<file path="config.mk">
export PLATFORM = sky130hd
export DESIGN_NAME = spm_streaming_port
export DESIGN_NICKNAME = d
export VERILOG_FILES = /design/src/spm_streaming_port.v
export VERILOG_INCLUDE_DIRS = /design/src
export SDC_FILE = /design/constraint.sdc
export NUM_CORES = 1
export LEC_CHECK = 0
export BUFFER_PORTS_ARGS = -buffer_cell sky130_fd_sc_hd__buf_4
export CAP_MARGIN = 40
export CORE_MARGIN = 8
export CORE_UTILIZATION = 51
export CTS_BUF_LIST = sky130_fd_sc_hd__clkbuf_8 sky130_fd_sc_hd__clkbuf_16
export DETAILED_ROUTE_END_ITERATION = 12
export GPL_TIMING_DRIVEN = 0
export HOLD_SLACK_MARGIN = 0.05
export PLACE_DENSITY = 0.81
export SYNTH_ARGS = -nofsm -noshare
export SYNTH_HDL_FRONTEND = slang
export SYNTH_SLANG_ARGS = --single-unit
</file>
<file path="constraint.sdc">
create_clock -name clk -period 2.5 [get_ports clk]
set_clock_uncertainty 0.15 [all_clocks]
set_input_delay 0.5 -clock clk [delete_from_list [all_inputs] [get_ports clk]]
set_output_delay 0.5 -clock clk [all_outputs]
set_load 0.02 [all_outputs]
</file>
<file path="src/spm_regs.vh">
`ifndef SPM_REGS_VH
`define SPM_REGS_VH
// ----------------------------------------
// Register offsets (register port index)
// ----------------------------------------
`define SPM_OFS_CTRL 3'h0
`define SPM_OFS_CFG 3'h1
`define SPM_OFS_EPS 3'h2
`define SPM_OFS_DATA 3'h3
`define SPM_OFS_IRQ 3'h4
`define SPM_OFS_PULL 3'h5
// ----------------------------------------
// Field positions
// ----------------------------------------
`define SPM_CTRL_EN 0
`define SPM_CTRL_OWN 1
`define SPM_CFG_WS_LO 0
`define SPM_CFG_WS_HI 3
`define SPM_CFG_FIRST_STROBE_PIN_ENABLE 4
`define SPM_CFG_CHIP_SELECT_PIN_ENABLE 5
`define SPM_CFG_SCH_LO 6
`define SPM_CFG_SCH_HI 7
`define SPM_EPS_ADDR_LO 0
`define SPM_EPS_ADDR_HI 3
`define SPM_EPS_BUSY 4
`define SPM_EPS_WR 6
`define SPM_EPS_RD 7
`define SPM_IRQ_FLAG 0
`define SPM_IRQ_EN 1
`define SPM_IRQ_PRIO 2
`define SPM_PULL_EN 0
// ----------------------------------------
// Reset values
// ----------------------------------------
`define SPM_RST_CTRL 2'h0
`define SPM_RST_CFG 8'h00
`define SPM_RST_ADDR 4'h0
`define SPM_RST_DATA 8'h00
// ----------------------------------------
// Strobe schemes and timing
// ----------------------------------------
`define SPM_SCH_ADDR_DATA 2'h0
`define SPM_SCH_WR_RD 2'h1
`define SPM_INSTR_DIV 2'h3
`endif

</file>
<file path="src/spm_streaming_port.v">
`timescale 1ns/10ps
`include "spm_regs.vh"
// Contract
// - Port drives two strobes, an output-enable strobe and a chip select.
// - Strobe assignment selectable: address/data, write/read, or odd/even endpoint.
// - First strobe and chip select each released when their enable is off.
// - Wait states count in source clock cycles: USB clock or instruction clock.
// - Four-bit wait field adds zero to thirty waits in steps of two.
// - Half the waits follow each of the two base cycles.
// - Data lines get pull-ups switched by a dedicated enable bit.
// - Under USB ownership stream endpoint address first, then data bytes.
// - Under processor ownership the transfer clock is the instruction clock.
// - Processor mode sets completion flag per operation; enable and priority bits.
// - Writing endpoint address register starts an address cycle in address mode.
// - Writing the data register starts a data write cycle with that byte.
// - Busy stays high through a cycle and its waits, low when ready.
// - Data read returns previous byte, starts new read, then holds new byte.
// - Low four bits of the status register hold the endpoint address.
// - Bit 7 reports last USB byte was read, bit 6 last USB byte was write.
// - Scheme field: 1x odd/even, 01 write/read, 00 address/data.
// - Ownership bit one gives USB control, zero gives processor control.
// - Wait field value times two is the number of extra waits.
module spm_streaming_port #(
   parameter WS_W = 4
) (
   input wire clk, // System clock, 125 MHz
   input wire rstn, // Async reset, active low
   input wire [2:0] reg_addr, // Register index
   input wire [7:0] reg_wdata, // Register write data
   input wire reg_wr, // Register write strobe
   input wire reg_rd, // Register read strobe
   output reg [7:0] reg_rdata, // Read data, cycle after read
   input wire usb_clk, // USB clock, sampled
   input wire usb_req, // USB engine wants a byte moved
   input wire usb_first, // First byte of a packet
   input wire usb_is_read, // Byte direction: read from slave
   input wire [3:0] usb_ep, // Endpoint of this packet
   input wire [7:0] usb_wdata, // Byte to write
   output reg usb_done, // Byte moved, one pulse
   output reg [7:0] usb_rdata, // Byte read from slave
   input wire [7:0] data_in, // Data lines, input
   output reg [7:0] data_out, // Data lines, output
   output wire data_oe, // Data lines driven
   output wire data_pullup_en, // Data line pull-ups on
   output wire first_strobe_out, // First strobe level
   output wire first_strobe_oe, // First strobe pin driven
   output wire second_strobe_out, // Second strobe level
   output wire output_enable_strobe_n, // Slave output enable, low
   output wire chip_select_out_n, // Chip select, low
   output wire chip_select_oe, // Chip select pin driven
   output wire completion_irq, // Gated completion request
   output wire completion_irq_high // Request at high priority
);

   // ----------------------------------------
   // States and declarations
   // ----------------------------------------
   localparam ST_IDLE = 3'h0;
   localparam ST_ARM = 3'h1;
   localparam ST_P1 = 3'h2;
   localparam ST_W1 = 3'h3;
   localparam ST_P2 = 3'h4;
   localparam ST_W2 = 3'h5;

   reg [2:0] state_reg;
   reg [WS_W-1:0] cnt_reg;
   reg [1:0] ctrl_reg;
   reg [7:0] cfg_reg;
   reg [3:0] ep_reg;
   reg [7:0] data_reg;
   reg last_rd_reg;
   reg last_wr_reg;
   reg irq_flag_reg;
   reg irq_en_reg;
   reg irq_prio_reg;
   reg pull_reg;
   reg cyc_addr_reg;
   reg cyc_read_reg;
   reg cyc_usb_reg;
   reg data_pend_reg;
   reg [1:0] div_reg;
   reg [2:0] uclk_sync;
   reg uclk_lvl;
   reg uclk_lvl_d;
   reg [7:0] din_s1;
   reg [7:0] din_s2;
   reg [7:0] din_s3;
   reg [7:0] din_f;

   wire port_en = ctrl_reg[`SPM_CTRL_EN];
   wire owned_usb = ctrl_reg[`SPM_CTRL_OWN];
   wire [WS_W-1:0] ws_half = cfg_reg[`SPM_CFG_WS_HI:`SPM_CFG_WS_LO];
   wire [1:0] scheme = cfg_reg[`SPM_CFG_SCH_HI:`SPM_CFG_SCH_LO];
   wire busy = (state_reg != ST_IDLE);
   wire active = (state_reg != ST_IDLE) && (state_reg != ST_ARM);
   wire strobe_on = (state_reg == ST_P1) || (state_reg == ST_W1);
   wire proc_tick = (div_reg == `SPM_INSTR_DIV);
   wire usb_tick = uclk_lvl & ~uclk_lvl_d;
   wire proc_owned_ok;
   wire wr_eps;
   wire wr_data;
   wire rd_data;
   wire usb_go;

   // ----------------------------------------
   // Strobe selection
   // ----------------------------------------
   // Picks which strobe fires for a cycle; address cycles count as writes
   function strobe_is_first;
      input [1:0] sch;
      input is_addr;
      input is_read;
      input [3:0] ep;
      begin
         if (sch[1]) begin
            strobe_is_first = ep[0];
         end else if (sch == `SPM_SCH_WR_RD) begin
            strobe_is_first = ~is_read;
         end else begin
            strobe_is_first = is_addr;
         end
      end
   endfunction

   wire sel_first = strobe_is_first(scheme, cyc_addr_reg, cyc_read_reg, ep_reg);

   // ----------------------------------------
   // Source clock enables
   // ----------------------------------------
   // Instruction clock is a divide by four of the system clock
   always @(posedge clk or negedge rstn) begin
      if (!rstn) begin
         div_reg <= 2'h0;
      end else begin
         div_reg <= div_reg + 2'h1;
      end
   end

   // USB clock: three stages, level moves only when stages two and three agree
   always @(posedge clk or negedge rstn) begin
      if (!rstn) begin
         uclk_sync <= 3'h0;
         uclk_lvl <= 1'b0;
         uclk_lvl_d <= 1'b0;
      end else begin
         uclk_sync <= {uclk_sync[1:0], usb_clk};
         if (uclk_sync[1] == uclk_sync[2]) begin
            uclk_lvl <= uclk_sync[2];
         end
         uclk_lvl_d <= uclk_lvl;
      end
   end

   // Waits run on the clock of whoever owns the port
   wire tick = owned_usb ? usb_tick : proc_tick;

   // Data pins come from outside, so they are synchronised the same way
   always @(posedge clk or negedge rstn) begin
      if (!rstn) begin
         din_s1 <= 8'h00;
         din_s2 <= 8'h00;
         din_s3 <= 8'h00;
         din_f <= 8'h00;
      end else begin
         din_s1 <= data_in;
         din_s2 <= din_s1;
         din_s3 <= din_s2;
         if (din_s2 == din_s3) begin
            din_f <= din_s3;
         end
      end
   end

   // ----------------------------------------
   // Request decode
   // ----------------------------------------
   // Requests made while busy are dropped; firmware is expected to poll
   assign proc_owned_ok = port_en && !owned_usb && !busy;
   assign wr_eps = reg_wr && (reg_addr == `SPM_OFS_EPS);
   assign wr_data = reg_wr && (reg_addr == `SPM_OFS_DATA);
   assign rd_data = reg_rd && (reg_addr == `SPM_OFS_DATA);
   assign usb_go = port_en && owned_usb && !busy && usb_req && !usb_done;

   // Last cycle of a transaction: end of second half with its waits
   wire cyc_end = tick && (((state_reg == ST_P2) && (ws_half == {WS_W{1'b0}})) ||
                             ((state_reg == ST_W2) && (cnt_reg == {{(WS_W-1){1'b0}}, 1'b1})));

   // ----------------------------------------
   // Transaction sequencer
   // ----------------------------------------
   // ARM waits for a source clock edge so the first base cycle is whole
   always @(posedge clk or negedge rstn) begin
      if (!rstn) begin
         state_reg <= ST_IDLE;
         cnt_reg <= {WS_W{1'b0}};
         cyc_addr_reg <= 1'b0;
         cyc_read_reg <= 1'b0;
         cyc_usb_reg <= 1'b0;
         data_pend_reg <= 1'b0;
         data_out <= 8'h00;
      end else if (!port_en) begin
         state_reg <= ST_IDLE;
         data_pend_reg <= 1'b0;
      end else begin
         case (state_reg)
            ST_IDLE: begin
               if (usb_go) begin
                  state_reg <= ST_ARM;
                  cyc_usb_reg <= 1'b1;
                  cyc_addr_reg <= usb_first;
                  cyc_read_reg <= usb_is_read & ~usb_first;
                  data_pend_reg <= usb_first;
                  data_out <= usb_first ? {4'h0, usb_ep} : usb_wdata;
               end else if (proc_owned_ok && wr_eps && (scheme == `SPM_SCH_ADDR_DATA)) begin
                  state_reg <= ST_ARM;
                  cyc_usb_reg <= 1'b0;
                  cyc_addr_reg <= 1'b1;
                  cyc_read_reg <= 1'b0;
                  data_out <= {4'h0, reg_wdata[`SPM_EPS_ADDR_HI:`SPM_EPS_ADDR_LO]};
               end else if (proc_owned_ok && wr_data) begin
                  state_reg <= ST_ARM;
                  cyc_usb_reg <= 1'b0;
                  cyc_addr_reg <= 1'b0;
                  cyc_read_reg <= 1'b0;
                  data_out <= reg_wdata;
               end else if (proc_owned_ok && rd_data) begin
                  state_reg <= ST_ARM;
                  cyc_usb_reg <= 1'b0;
                  cyc_addr_reg <= 1'b0;
                  cyc_read_reg <= 1'b1;
               end
            end
            ST_ARM: begin
               if (tick) begin
                  state_reg <= ST_P1;
               end
            end
            ST_P1: begin
               if (tick) begin
                  cnt_reg <= ws_half;
                  state_reg <= (ws_half == {WS_W{1'b0}}) ? ST_P2 : ST_W1;
               end
            end
            ST_W1: begin
               if (tick) begin
                  cnt_reg <= cnt_reg - {{(WS_W-1){1'b0}}, 1'b1};
                  if (cnt_reg == {{(WS_W-1){1'b0}}, 1'b1}) begin
                     state_reg <= ST_P2;
                  end
               end
            end
            ST_P2: begin
               if (tick) begin
                  cnt_reg <= ws_half;
                  state_reg <= (ws_half == {WS_W{1'b0}}) ? ST_IDLE : ST_W2;
               end
            end
            ST_W2: begin
               if (tick) begin
                  cnt_reg <= cnt_reg - {{(WS_W-1){1'b0}}, 1'b1};
                  if (cnt_reg == {{(WS_W-1){1'b0}}, 1'b1}) begin
                     state_reg <= ST_IDLE;
                  end
               end
            end
            default: begin
               state_reg <= ST_IDLE;
            end
         endcase
         // Address done under USB: the data byte follows straight away
         if (cyc_end && cyc_usb_reg && data_pend_reg) begin
            state_reg <= ST_ARM;
            data_pend_reg <= 1'b0;
            cyc_addr_reg <= 1'b0;
            cyc_read_reg <= usb_is_read;
            data_out <= usb_wdata;
         end
      end
   end

   // ----------------------------------------
   // Completion effects
   // ----------------------------------------
   // Read data is taken as the transaction ends: slave still drives, sync has settled
   always @(posedge clk or negedge rstn) begin
      if (!rstn) begin
         data_reg <= `SPM_RST_DATA;
         usb_rdata <= 8'h00;
         usb_done <= 1'b0;
         last_rd_reg <= 1'b0;
         last_wr_reg <= 1'b0;
         irq_flag_reg <= 1'b0;
      end else begin
         usb_done <= cyc_end && cyc_usb_reg && !data_pend_reg;
         if (cyc_end && cyc_read_reg) begin
            if (cyc_usb_reg) begin
               usb_rdata <= din_f;
            end else begin
               data_reg <= din_f;
            end
         end else if (wr_data && proc_owned_ok) begin
            data_reg <= reg_wdata;
         end
         if (cyc_end && cyc_usb_reg) begin
            last_rd_reg <= cyc_read_reg;
            last_wr_reg <= ~cyc_read_reg;
         end
         // Set beats a same-cycle clear so no completion is lost
         if (cyc_end && !cyc_usb_reg) begin
            irq_flag_reg <= 1'b1;
         end else if (reg_wr && reg_addr == `SPM_OFS_IRQ && !reg_wdata[`SPM_IRQ_FLAG]) begin
            irq_flag_reg <= 1'b0;
         end
      end
   end

   // ----------------------------------------
   // Register writes
   // ----------------------------------------
   always @(posedge clk or negedge rstn) begin
      if (!rstn) begin
         ctrl_reg <= `SPM_RST_CTRL;
         cfg_reg <= `SPM_RST_CFG;
         ep_reg <= `SPM_RST_ADDR;
         irq_en_reg <= 1'b0;
         irq_prio_reg <= 1'b0;
         pull_reg <= 1'b0;
      end else if (reg_wr) begin
         case (reg_addr)
            `SPM_OFS_CTRL: begin
               ctrl_reg <= reg_wdata[1:0];
            end
            `SPM_OFS_CFG: begin
               cfg_reg <= reg_wdata;
            end
            `SPM_OFS_EPS: begin
               ep_reg <= reg_wdata[`SPM_EPS_ADDR_HI:`SPM_EPS_ADDR_LO];
            end
            `SPM_OFS_IRQ: begin
               irq_en_reg <= reg_wdata[`SPM_IRQ_EN];
               irq_prio_reg <= reg_wdata[`SPM_IRQ_PRIO];
            end
            `SPM_OFS_PULL: begin
               pull_reg <= reg_wdata[`SPM_PULL_EN];
            end
            default: begin
               pull_reg <= pull_reg;
            end
         endcase
      end else if (usb_go && usb_first) begin
         ep_reg <= usb_ep;
      end
   end

   // ----------------------------------------
   // Register reads
   // ----------------------------------------
   // Read data only valid the cycle after the strobe; unmapped reads zero
   always @(posedge clk or negedge rstn) begin
      if (!rstn) begin
         reg_rdata <= 8'h00;
      end else if (reg_rd) begin
         case (reg_addr)
            `SPM_OFS_CTRL: reg_rdata <= {6'h00, ctrl_reg};
            `SPM_OFS_CFG: reg_rdata <= cfg_reg;
            `SPM_OFS_EPS: reg_rdata <= {last_rd_reg, last_wr_reg, 1'b0, busy, ep_reg};
            `SPM_OFS_DATA: reg_rdata <= data_reg;
            `SPM_OFS_IRQ: reg_rdata <= {5'h00, irq_prio_reg, irq_en_reg, irq_flag_reg};
            `SPM_OFS_PULL: reg_rdata <= {7'h00, pull_reg};
            default: reg_rdata <= 8'h00;
         endcase
      end else begin
         reg_rdata <= 8'h00;
      end
   end

   // ----------------------------------------
   // Pin drive
   // ----------------------------------------
   // Strobes high in the first base cycle and its waits only
   assign first_strobe_out = strobe_on & sel_first;
   assign second_strobe_out = strobe_on & ~sel_first;
   assign output_enable_strobe_n = ~(active & cyc_read_reg);
   assign chip_select_out_n = ~active;
   assign first_strobe_oe = port_en & cfg_reg[`SPM_CFG_FIRST_STROBE_PIN_ENABLE];
   assign chip_select_oe = port_en & cfg_reg[`SPM_CFG_CHIP_SELECT_PIN_ENABLE];
   assign data_oe = active & ~cyc_read_reg;
   assign data_pullup_en = pull_reg;
   assign completion_irq = irq_flag_reg & irq_en_reg;
   assign completion_irq_high = irq_flag_reg & irq_en_reg & irq_prio_reg;

endmodule

</file>
==> reports/summary.txt <==
HP Class: in -> reg
Max Clk Rate: 406 MHz
Syn Area/Cell: 12.3 um^2
CTS buffer count: 9
FF+latch area: 2580 um^2
hpwl dp: 8.31 mm
Mapped Area: 4620 um^2
first-pass iteration count of the detailed router: 4
antenna violation net count after detailed routing: 0
worst reg2reg path startpoint: cfg_reg[1]
leakage power: 2.75 nW
power density over the cells: 781 nW/um^2
CP Cell Sequence: or4_4, mux2i_4, buf_6, nand4_4, or2_1, buf_6, mux2_4
Final Net Count: 518
gr ovfl total: 0
Synth top area share: 55.8%
hold path cells: 1
largest net degree at the start of global routing: 67
initial antenna violation count: 0
# diodes: 0
Num Clock Sinks: 103
die area: 12400 um^2
EDFF count, synth: 0
H-tree depth: 3
Final min period: 2.46 ns
fin util: 65.7%
worst r2r dst: usb_rdata[1]
Worst path most repeated cell: buf_6
Post-Route WL: 11.6 mm
DR DRC count: 0
maximum VDD drop: 476 uV
cell accounting for the most synthesized area: dfrtp_1
number of global-route vias before repair: 3590
Post-Syn Nets: 417
hold path start: usb_clk
critical path's top delay family: simple AND/OR/NAND/NOR gates
area of the multi-input gates: 1950 um^2
Crit path largest cell delay: 0.57 ns
RSZ-0062 raised after global routing: true
GP Congestion: 0.881
fill count: 679
Tcrit/Tclk final: 98.5%
Worst Path Arrival: 2.58 ns
Worst-Skew Late Latency: 0.37 ns
I/O Buffers: 70
first-pass GRT wire length: 18.8 mm
YS warnings: 0
Area Growth Syn to Fin: 24.7%
final setup violation count: 0
Synth Register Bits: 103
final hold slack: 0.0761 ns
row cnt: 34
leading post-synthesis cells by cell area: dfrtp_1 (56%), mux2_2 (10%), mux2_4 (5.2%), mux2i_1 (2.2%), nand2_1 (2.1%)
worst r2r path cells: 7
Core Box Area: 8760 um^2
Reg2Reg Setup Slack: 0.04 ns
die height: 111 um
Initial Util: 52.7%
Crit-path slowest cell: or4_4
status: finished, final reports clean
asr flop ratio synth: 100%
Cells after Synth: 375
Seq/Total Area, Yosys: 55.8%
Crit. End Element: register
global-route usage over all layers: 18.8%
ys flop type: dfrtp_1
detailed router's first-iteration violation count: 193
Synth cell types: 53
max-slew violations: 0
Clock Path Buffers: 2
Via-to-Cell Ratio: 5.71
layout cell share with drive strength beyond 1: 36.8%
WP data required: 2.61 ns
# IOs: 74
clock slew at reported path FFs: 0.11 ns
Hold Fails Final Rpt: 0
routed len/inst: 19.7 um
Max FO, Critical Path: 9
max-cap violations: 0
TritonCTS clock tree: yes
CP Launch Type: register
max_slew headroom: 40.8%
Via Count: 3366
Worst-Margin Slew: 0.881 ns
Clock Root Buffer: clkbuf_8
Die Wd: 111 um
CP Buf/Inv Count: 2
end of the worst hold path: uclk_sync[0]
worst setup path class: reg -> reg
==> through the flow <==
| step | area (um^2) | power (W) | setup TNS (ns) | worst slack, ns | std cells |
|---|---|---|---|---|---|
| floorplan | 4620 | 0.00290 | 0 | 0.0548 | 375 |
| global placement | 5280 | 0.00331 | -5.83 | -0.312 | 553 |
| detailed placement | 5310 | 0.00337 | -4.98 | -0.203 | 555 |
| CTS | 5640 | 0.00448 | 0 | 0.0159 | 582 |
| global route | 5760 | 0.00474 | -0.230 | -0.0376 | 589 |
| finish | 5760 | 0.00449 | 0 | 0.0365 | 589 |
==> metal layers <==
layer | track usage [%] | wire length [um] | up-vias
met2 | 31.6 | 5790 | 120
met5 | 0 | 0 | -
met4 | 4.44 | 231 | 0
li1 | - | - | 1542
met1 | 22.9 | 4810 | 1689
met3 | 5.79 | 749 | 15
==> worst max path at each step <==
stage                            start      endpoint  slack [ns]  cells after the start
after floorplan             cnt_reg[1]   data_out[0]        0.05                      9
after global placement          reg_wr    cfg_reg[7]       -0.31                      4
after detailed placement    cnt_reg[1]  usb_rdata[6]       -0.20                      8
after CTS                 state_reg[1]   data_out[1]        0.02                      7
after global routing        cnt_reg[1]  usb_rdata[1]       -0.04                      9
final                       cfg_reg[1]  usb_rdata[1]        0.04                      7
==> kinds of logic after synthesis <==
kind of cell | count (synthesis) | share of synthesized area, %
AO/OA/AOI/OAI | 65 | 9.40
AND/OR/NAND/NOR | 94 | 10.9
XOR/XNOR | 9 | 1.71
buffers and inverters | 30 | 2.82
adder cells (fa/ha/maj) | 4 | 1.03
flip-flops | 103 | 55.8
multiplexers | 70 | 18.3
==> repair_timing <==
action	CTS	global route
hold buffers	6	3
resized for setup	3	17
hold endpoints to repair	42	3
pin swaps	1	0
buffers inserted	5	4
setup endpoints to repair	25	26
cloned	0	0
==> final cells by class <==
class	count	area share, %
clock buffer	9	2.15
timing repair buffer	90	12.7
buffer	14	1.39
sequential	103	44.8
clock inverter	7	1.67
multi-input combinational	242	33.9
inverter	16	1.04
tap	108	2.35
==> placed cells by master, fill, tap and decap left out, types with 3 or more instances in the layout <==
cell type      synthesis  routed
clkinv_8               0       4
nand2b_1               5       5
o32ai_1                4       4
a22oi_1                8       8
nor2b_1                4       4
xnor2_1                8       8
o22ai_1                7       7
inv_1                 16      15
buf_6                  1       6
nand4_1                3       3
a21oi_1               10       8
a2bb2oi_1              5       5
dlygate4sd3_1          0       9
dfrtp_1              103     100
nor3_1                 7       6
and2_1                 6       6
buf_4                  2      78
dfrtp_2                0       3
a21o_1                 3       3
nor3b_1                3       3
mux2_2                43      43
nor2_1                15      15
clkbuf_8               0       9
mux2_4                16      16
nand2_1               26      26
clkbuf_1               7       7
o21ai_0               16      15
nand3_1                9       9
and3_1                 4       4
mux2i_1               10      10
==> Yosys cell counts (2+ instances only) <==
cell	n
o22ai_1	7
and3_1	4
mux2_4	16
a21o_1	3
a32o_1	2
o21a_1	2
ha_1	3
nand2_1	26
buf_1	2
a21oi_1	10
nor3_1	7
or3_1	2
nand4_1	3
buf_4	2
clkbuf_1	7
mux2_2	43
mux2i_1	10
dfrtp_1	103
nor3b_1	3
a2bb2oi_1	5
nor2b_1	4
a22oi_1	8
buf_2	2
nand2b_1	5
xnor2_1	8
o32ai_1	4
and2_1	6
o21ai_0	16
nor2_1	15
inv_1	16
nand3_1	9
==> report_power, final <==
group / leakage (nW) / total (W) / internal [W] / switching, W
registers: 1.29 / 0.00222 / 0.00195 / 0.000261
logic: 1.35 / 0.00120 / 0.000615 / 0.000581
clock network: 0.109 / 0.00108 / 0.000413 / 0.000670
total: 2.75 / 0.00449 / 0.00298 / 0.00151
Power figures use the tool's default switching activity.
